$ cat src/inc/cdr_pkg.sv
/*
 Shared constants and types for the control decoder and character rotator.
 Assumes one 250 MHz system clock and a synchronous active-low reset.
*/
package cdr_pkg;
	localparam int CODE_W = 5;
	localparam int LOW_W = 4;
	localparam int BANK_LINES = 16;
	localparam int CHAR_COUNT = 32;
	localparam int SF_COUNT = 4;
	localparam int CNT_W = 14;

	// Completion delay, in its own unit and as a clock count
	localparam int CLK_PERIOD_NS = 4;
	localparam int COMPLETE_DELAY_NS = 64000;
	localparam int COMPLETE_DELAY_CYC = COMPLETE_DELAY_NS / CLK_PERIOD_NS;

	localparam logic [CODE_W-1:0] CODE_NAK = 5'h15;
	localparam logic [CODE_W-1:0] CODE_US = 5'h1F;
	localparam logic BANK_LOWER = 1'b0;
	localparam logic BANK_UPPER = 1'b1;
	localparam logic [BANK_LINES-1:0] ONE_HOT_BASE = 16'h0001;
	localparam logic [CNT_W-1:0] CNT_ZERO = 14'h0000;
	localparam logic [CNT_W-1:0] CNT_ONE = 14'h0001;

	typedef logic [SF_COUNT-1:0][CODE_W-1:0] cdr_sf_map_t;
	// Factory strap set: BEL, HT, VT, FF onto lines 0..3
	localparam cdr_sf_map_t SF_MAP_DEFAULT = {5'h0C, 5'h0B, 5'h09, 5'h07};

	typedef enum logic [1:0] {ROT_0, ROT_90, ROT_180, ROT_270} cdr_rot_t;

	typedef struct packed {
		logic bank_select;
		logic [LOW_W-1:0] low_bits;
	} cdr_code_t;

	typedef struct packed {
		logic [3:0] row_sel;
		logic [2:0] col_sel_n;
	} cdr_glyph_t;

	typedef struct packed {
		logic rotated_shift_flag;
		logic [7:0] rotated_out;
	} cdr_stroke_t;

	typedef struct packed {
		cdr_rot_t rot;
		logic strobe_q;
		logic busy;
		logic [CNT_W-1:0] cnt;
		logic [CHAR_COUNT-1:0] ctrl_char;
		logic [SF_COUNT-1:0] special_func;
		logic control_complete;
		cdr_stroke_t stroke;
	} cdr_state_t;

	localparam cdr_stroke_t STROKE_RESET = '{rotated_shift_flag: 1'b1, rotated_out: 8'h00};
endpackage

$ cat src/core/cdr_bank.sv
/*
 One sixteen-line control-character decode bank.
 Assumes the caller gates enable with the execute strobe.
*/
module cdr_bank #(
	parameter logic BANK = 1'b0
) (
	input wire logic enable,
	input wire logic bank_select,
	input wire logic [cdr_pkg::LOW_W-1:0] low_bits,
	output logic [cdr_pkg::BANK_LINES-1:0] lines
);
	assign lines = (enable && bank_select == BANK) ? (cdr_pkg::ONE_HOT_BASE << low_bits) : '0;
endmodule // cdr_bank

$ cat src/core/cdr_top.sv
/*
 Control-character decoder with completion delay and character rotator.
 Assumes all inputs are synchronous to sys_clk and home/initialise are pulses or levels.
*/
// Behaviour
// - Bank bit picks lower or upper sixteen-line bank; low bits pick the line.
// - Decode lines are active only in the clock after the execute strobe is sampled high.
// - All five bits high under the strobe gives the US line.
// - Each special-function line follows a strap-selected control character.
// - Control complete rises 64 microseconds after an accepted strobe.
// - Bypass: rows to outputs 5-8, columns to 2-4, output 1 low, shift high.
// - Home, initialise or decoded US clear rotation to zero degrees.
// - Each accepted NAK strobe advances rotation 0, 90, 180, 270 unless home or initialise is active.
// - NAK after 270 wraps rotation to zero.
// - Zero degrees: shift high, rows to 5-8, columns to 2-4.
// - 90 degrees: shift low, rows to 1-4, columns to 6-8, output 5 low.
// - 180 degrees: shift low, output 1 low, rows to 8-5, columns to 4-2.
// - 270 degrees: shift low, rows to 4-1, columns to 8-6.
module cdr_top #(
	parameter int COMPLETE_DELAY = cdr_pkg::COMPLETE_DELAY_CYC,
	parameter cdr_pkg::cdr_sf_map_t SF_MAP = cdr_pkg::SF_MAP_DEFAULT
) (
	input wire logic sys_clk,
	input wire logic nrst,
	input wire logic control_execute_strobe,
	input wire cdr_pkg::cdr_code_t recv_code,
	input wire logic home_n,
	input wire logic initialise,
	input wire logic rotator_bypass,
	input wire cdr_pkg::cdr_glyph_t glyph,
	output logic [cdr_pkg::CHAR_COUNT-1:0] ctrl_char,
	output logic [cdr_pkg::SF_COUNT-1:0] special_func,
	output logic control_complete,
	output cdr_pkg::cdr_stroke_t stroke
);
	localparam logic [cdr_pkg::CNT_W-1:0] DELAY_LOAD = cdr_pkg::CNT_W'(COMPLETE_DELAY - 1);

	cdr_pkg::cdr_state_t state_reg;
	cdr_pkg::cdr_state_t state_next;
	logic [cdr_pkg::BANK_LINES-1:0] lower_lines;
	logic [cdr_pkg::BANK_LINES-1:0] upper_lines;
	logic [cdr_pkg::CHAR_COUNT-1:0] decoded;
	logic accept;

	////////////////////////////////////////////////////////////////////////////
	// Decode banks

	cdr_bank #(.BANK(cdr_pkg::BANK_LOWER)) u_lower (
		.enable(control_execute_strobe),
		.bank_select(recv_code.bank_select),
		.low_bits(recv_code.low_bits),
		.lines(lower_lines)
	);

	cdr_bank #(.BANK(cdr_pkg::BANK_UPPER)) u_upper (
		.enable(control_execute_strobe),
		.bank_select(recv_code.bank_select),
		.low_bits(recv_code.low_bits),
		.lines(upper_lines)
	);

	assign decoded = {upper_lines, lower_lines};
	assign accept = control_execute_strobe && !state_reg.strobe_q;

	////////////////////////////////////////////////////////////////////////////
	// Next state

	always_comb begin
		state_next = state_reg;
		state_next.strobe_q = control_execute_strobe;
		state_next.ctrl_char = decoded;
		for (int i = 0; i < cdr_pkg::SF_COUNT; i++) begin
			state_next.special_func[i] = decoded[SF_MAP[i]];
		end

		// Completion timer
		state_next.control_complete = 1'b0;
		if (accept) begin
			state_next.busy = 1'b1;
			state_next.cnt = DELAY_LOAD;
		end else if (state_reg.busy) begin
			if (state_reg.cnt == cdr_pkg::CNT_ZERO) begin
				state_next.busy = 1'b0;
				state_next.control_complete = 1'b1;
			end else begin
				state_next.cnt = state_reg.cnt - cdr_pkg::CNT_ONE;
			end
		end

		// Rotation state; NAK and US act once per accepted strobe, home and initialise on any edge
		if (!home_n || initialise || (accept && decoded[cdr_pkg::CODE_US])) begin
			state_next.rot = cdr_pkg::ROT_0;
		end else if (accept && decoded[cdr_pkg::CODE_NAK]) begin
			unique case (state_reg.rot)
				cdr_pkg::ROT_0: state_next.rot = cdr_pkg::ROT_90;
				cdr_pkg::ROT_90: state_next.rot = cdr_pkg::ROT_180;
				cdr_pkg::ROT_180: state_next.rot = cdr_pkg::ROT_270;
				cdr_pkg::ROT_270: state_next.rot = cdr_pkg::ROT_0;
			endcase
		end

		// Stroke mapping; bit 0 is output 1
		state_next.stroke.rotated_out = '0;
		state_next.stroke.rotated_shift_flag = 1'b0;
		if (rotator_bypass) begin
			state_next.stroke.rotated_shift_flag = 1'b1;
			state_next.stroke.rotated_out[7:4] = glyph.row_sel;
			state_next.stroke.rotated_out[3:1] = glyph.col_sel_n;
		end else begin
			unique case (state_reg.rot)
				cdr_pkg::ROT_0: begin
					state_next.stroke.rotated_shift_flag = 1'b1;
					state_next.stroke.rotated_out[7:4] = glyph.row_sel;
					state_next.stroke.rotated_out[3:1] = glyph.col_sel_n;
				end
				cdr_pkg::ROT_90: begin
					state_next.stroke.rotated_out[3:0] = glyph.row_sel;
					state_next.stroke.rotated_out[7:5] = glyph.col_sel_n;
				end
				cdr_pkg::ROT_180: begin
					for (int i = 0; i < 4; i++) begin
						state_next.stroke.rotated_out[7-i] = glyph.row_sel[i];
					end
					for (int i = 0; i < 3; i++) begin
						state_next.stroke.rotated_out[3-i] = glyph.col_sel_n[i];
					end
				end
				cdr_pkg::ROT_270: begin
					for (int i = 0; i < 4; i++) begin
						state_next.stroke.rotated_out[3-i] = glyph.row_sel[i];
					end
					for (int i = 0; i < 3; i++) begin
						state_next.stroke.rotated_out[7-i] = glyph.col_sel_n[i];
					end
				end
			endcase
		end
	end

	////////////////////////////////////////////////////////////////////////////
	// State register

	always_ff @(posedge sys_clk) begin
		if (!nrst) begin
			state_reg <= '{rot: cdr_pkg::ROT_0, strobe_q: 1'b0, busy: 1'b0, cnt: cdr_pkg::CNT_ZERO,
				ctrl_char: '0, special_func: '0, control_complete: 1'b0, stroke: cdr_pkg::STROKE_RESET};
		end else begin
			state_reg <= state_next;
		end
	end

	assign ctrl_char = state_reg.ctrl_char;
	assign special_func = state_reg.special_func;
	assign control_complete = state_reg.control_complete;
	assign stroke = state_reg.stroke;
endmodule // cdr_top

$ cat config.mk
export PLATFORM = sky130hd
export DESIGN_NAME = cdr_top
export DESIGN_NICKNAME = d
export VERILOG_FILES = /design/src/inc/cdr_pkg.sv /design/src/core/cdr_bank.sv /design/src/core/cdr_top.sv
export SDC_FILE = /design/constraint.sdc
export NUM_CORES = 1
export LEC_CHECK = 0
export ABC_AREA = 1
export BUFFER_PORTS_ARGS = -buffer_cell sky130_fd_sc_hd__buf_2
export CAP_MARGIN = 20
export CORE_MARGIN = 3
export CORE_UTILIZATION = 50
export CTS_BUF_LIST = sky130_fd_sc_hd__clkbuf_8
export DETAILED_ROUTE_END_ITERATION = 6
export GPL_ROUTABILITY_DRIVEN = 0
export PLACE_DENSITY = 0.85
export REMOVE_ABC_BUFFERS = 1
export SKIP_CTS_REPAIR_TIMING = 1
export SLEW_MARGIN = 10
export SYNTH_ARGS = -nofsm -noshare
export SYNTH_HDL_FRONTEND = slang
export SYNTH_SLANG_ARGS = --single-unit
$ cat constraint.sdc
create_clock -name sys_clk -period 3.7 [get_ports sys_clk]
set_input_delay 0.74 -clock sys_clk [delete_from_list [all_inputs] [get_ports sys_clk]]
set_output_delay 0.74 -clock sys_clk [all_outputs]
set_load 0.03 [all_outputs]
Word-level counts from Yosys, hierarchy flattened
Index checks and enable logic that the tools add are counted.
{"block": "word_totals", "ff_bits": 64, "out_inout_bits": 46, "elab_cells": 57}
{"block": "op_classes", "addsub": 1, "eq_ne": 4, "shift": 1, "mux": 14, "n_bitwise": 4, "reduce_logical": 20}
{"op": "$mux 15", "count": 2}
{"op": "$pmux 3 s4", "count": 2}
{"op": "$mux 16", "count": 1}
{"op": "$shl 1x4->16 const A", "count": 1}
{"op": "$logic_not 14->1", "count": 1}
{"op": "$mux 14", "count": 1}
{"op": "$sub 14x1->14 const B", "count": 1}
{"op": "$mux 13", "count": 1}
{"op": "$pmux 2 s4", "count": 1}
{"op": "$reduce_and 2->1", "count": 4}
{"op": "$mux 7", "count": 1}
{"op": "$reduce_or 2->1", "count": 3}
{"op": "$logic_and 1x1->1", "count": 5}
{"op": "$eq 2x2->1 const B", "count": 2}
{"op": "$not 1->1", "count": 4}
{"op": "$pmux 1 s2", "count": 2}
{"op": "$mux 1", "count": 3}
{"op": "$reduce_or 3->1", "count": 1}
{"op": "$eq 2x1->1 const B", "count": 1}
{"op": "$logic_not 1->1", "count": 2}
{"op": "$logic_not 2->1", "count": 1}
{"op": "$logic_or 1x1->1", "count": 2}
{"op": "$ne 2x2->1 const B", "count": 1}
{"op": "$reduce_bool 2->1", "count": 1}

Depth between registers and ports, before layout
{"block": "depth", "ltp_word": 5, "depth_mapped": 11, "mapped_depth_nobuf": 10}

By module
From an unflattened synthesis, not the netlist that was laid out.
{"block": "hier_totals", "cells_unflattened": 438, "hier_area_um2": 3080.5}
{"module": "cdr_top", "n_inst": 1, "cells_per_inst": 376, "area_per_inst_um2": 2790.2}
{"module": "cdr_bank (u_lower)", "n_inst": 1, "cells_per_inst": 31, "area_per_inst_um2": 153.9}
{"module": "cdr_bank (u_upper)", "n_inst": 1, "cells_per_inst": 31, "area_per_inst_um2": 136.4}

Least setup slack after synthesis
No wires, ideal clock.
{"block": "synth_path", "path_type": "input to register", "startpoint": "in recv_code[1] (netlist bit)", "endpoint": "reg state_reg[62] (netlist bit)", "t_arrival_ns": 1.526, "slack_ns": 2.104, "path_stages": 8, "n_path_buf": 1, "path_cell_list": "buf_2 clkinv_2 nand3_1 nor2_1 inv_1 nor3_2 o21ai_0 a21oi_1"}
{"block": "synth_between", "elab_chain_cells": 5, "elab_cells_between_ends": 6, "cone_classes": "1 x shift; 1 x mux; 4 x reduce/logical"}
{"element": "start, declared", "line": "cdr_top.sv:26", "text": "input wire cdr_pkg::cdr_code_t recv_code,"}
{"element": "$shl 1x4->16 (*)", "line": "cdr_bank.sv:13", "text": "assign lines = (enable && bank_select == BANK) ? (cdr_pkg::ONE_HOT_BASE << low_bits) : '0;"}
{"element": "$mux 16 (*)", "line": "cdr_bank.sv:13"}
{"element": "$logic_and 1x1->1", "line": "cdr_top.sv:91", "text": "if (!home_n || initialise || (accept && decoded[cdr_pkg::CODE_US])) begin"}
{"element": "$logic_or 1x1->1", "line": "cdr_top.sv:91"}
{"element": "$reduce_or 2->1 (no line)"}
{"element": "end signal, assigned", "line": "cdr_top.sv:145", "text": "state_reg <= '{rot: cdr_pkg::ROT_0, strobe_q: 1'b0, busy: 1'b0, cnt: cdr_pkg::CNT_ZERO,"}
{"element": "end signal, assigned", "line": "cdr_top.sv:148", "text": "state_reg <= state_next;"}
{"element": "end, declared", "line": "cdr_top.sv:38", "text": "cdr_pkg::cdr_state_t state_reg;"}
Mark *: on every way between the ends. The rest lies on a longest branch, timed or not.
A chain may end at the register's enable or synchronous reset.

==> qor.yml <==
routing:
  finalWirelength_um: 5770
  vias: 2342
  wl_per_cell_um: 12.5
  drt_iter0_drc: 183
  drc: 0
  first_pass_iters: 4
  vias_per_cell: 5.06
  ant_nets: 0
synth:
  synthDistinctLibCells: 32
  post_synth_inst_count: 373
  synth_area_leaders: "dfxtp_1 (42%), buf_4 (12%), nor2_1 (8.3%), nand2_1 (7.9%), nand4_1 (5.3%)"
  ys_ff_latch: 60
  yosysTopAreaCellShare_pct: 42.2
  yosysWarnings: 0
  synth_top_area_cell: "dfxtp_1"
  syn_avg_cell_area_um2: 7.64
  synth_seq_area_share_pct: 42.2
  syn-cell-area_mm2: 0.00285
clock_network:
  cts.path.max_buffers: 2
  clock_latency_ps: 340
  clk_pin_slew_worst_paths_ps: 60
  cts_max_level: 3
  cts_tree: "built"
  numCtsBuffers: 9
  clock_sinks: 60
  root_buffer: "clkbuf_8"
global_route:
  antenna_found_initial: 0
  gr-usage-met3_pct: 4.50
  gr-usage-met2_pct: 30.1
  grt_pass1_wl_um: 9490
  grt_remaining_overflow: 0
  grt_usage_pct: 18.4
  grt-busiest-layer: "met2"
  grt_max_degree: 19
  grt_use_met1_pct: 22.8
  grt_pass1_vias: 2153
timing:
  fmax_ghz: 0.612
  hold_viol_final: 0
  rsz0062_at_grt: "false"
  holdWs_ps: 489
  fin_crit_ps: 1630
  maxSlewHeadroom_pct: 55.1
  worst_pin_slew_ps: 673
  post-route-period-util_pct: 44.2
  finalClockSkew_ps: 9.46
  setup_tns_ps: 0
  setup_violations: 0
  drv_slew: 0
place:
  io_buffers: 63
  dp_hpwl_um: 4230
  dpl_cell_area_mm2: 0.00282
critical_path:
  cp_slowest_cell: "dfxtp_1"
  path_buf_inv: 1
  crit_arrival_ps: 890
  cp_max_fo: 2
  cp_cell_sequence: "buf_2"
  cp-start-kind: "flop"
  crit_path_end_kind: "output pin"
  ff2ff_setup_slack_ps: 2070
  crit_required_ps: 2960
  slowest_delay_ps: 350
  critPathKind: "reg2out"
  path_delay_family: "flip-flops"
power:
  p_leak_nw: 1.46
  vdd_drop_max_mv: 0.464
  power.total_mw: 1.44
  p_per_area_mw_per_mm2: 478
run:
  max_cap_violations: 0
cells_and_area:
  antenna_cells: 0
  multi_input_area_mm2: 0.00108
  layout-drive-gt1-share_pct: 23.7
  fillers: 510
  largest_register_ffs: 32
  fin_area_mm2: 0.00302
  register_area_mm2: 0.00120
  final_nets: 411
  syn2layout_area_growth_pct: 6.15
floorplan:
  design.core.area_mm2: 0.00530
  ios: 64
  die_h_um: 81.5
  std_cell_rows: 26
  die_area_mm2: 0.00664
  start_util_pct: 53.7
  fp.dieW_um: 81.5
outcome:
  status: "finished, final reports clean"
worst_hold_path:
  hold_class: "reg2reg"
==> metrics by stage <==
| stage | util (%) | std cells | setup WS [ps] |
|---|---|---|---|
| 6_report | 57.0 | 463 | 2070 |
| 5_1_grt | 57.0 | 463 | 1870 |
| 4_1_cts | 57.0 | 463 | 2050 |
| 3_5_place_dp | 53.2 | 447 | 1890 |
| 3_3_place_gp | 53.2 | 447 | 1930 |
| 2_1_floorplan | - | 314 | 2180 |
==> Yosys cell counts (all sizes together) <==
cell type,number
clkinv,1
clkbuf,4
a41oi,4
nand4,24
ha,5
buf,55
a21oi,7
nor2,66
nand3,22
dfxtp,60
a22o,1
nor3b,1
nand2,66
xor2,3
nand3b,1
or2,1
a211oi,1
nor3,2
o21ai,10
a31oi,3
inv,36
==> cell families after synthesis <==
kind of cell,count (synthesis),share of synthesized area (%)
AND/OR/NAND/NOR,183,29.3
buffers and inverters,96,20.0
flip-flops,60,42.2
AO/OA/AOI/OAI,26,5.45
adder cells (fa/ha/maj),5,2.20
XOR/XNOR,3,0.922
==> worst paths after layout <==
| path | start | endpoint | cells past startpoint |
|---|---|---|---|
| setup / recovery | ctrl_char[11] | special_func[2] | 1 |
| setup reg to reg | state_reg[62] | stroke[7] | 6 |
| hold / removal | state_reg[53] | state_reg[53] | 2 |
| hold reg to reg | state_reg[53] | state_reg[53] | 2 |
==> power by group <==
group | internal, mW | total [mW] | switching (mW) | leakage, nW
combinational | 0.0513 | 0.163 | 0.111 | 0.870
clock | 0.328 | 0.598 | 0.271 | 0.0983
sequential | 0.666 | 0.683 | 0.0174 | 0.490
total | 1.04 | 1.44 | 0.400 | 1.46
==> cells in the final DEF, fill, tap and decap left out, types with 2 or more instances in the layout <==
master      netlist  final
a31oi_1           3      3
ha_1              5      5
nand2_2           4      4
a41oi_1           4      4
nor2_2            2      2
clkinv_2          1      3
xor2_1            3      3
nand4_1          24     24
clkinvlp_4        0      2
inv_1            35     35
nand2_4           2      2
a21oi_1           7      7
nand3_1          21     21
clkbuf_8          1     10
buf_2             5     63
nor2_1           63     63
o21ai_0          10     10
dfxtp_1          60     60
nand2_1          60     60
==> final cells by class <==
| class | count | share of cell area, % |
|---|---|---|
| clock inverter | 6 | 2.11 |
| sequential | 60 | 39.7 |
| timing repair buffer | 63 | 10.4 |
| tap | 70 | 2.90 |
| clock buffer | 10 | 4.55 |
| multi-input combinational | 217 | 35.7 |
| inverter | 37 | 4.63 |
==> per-layer routing <==
| layer | wire length, um | vias to the layer above |
|---|---|---|
| met4 | 38 | 0 |
| met3 | 387 | 5 |
| li1 | - | 1179 |
| met5 | 0 | - |
| met2 | 2790 | 77 |
| met1 | 2560 | 1081 |
Power figures use the tool's default switching activity.
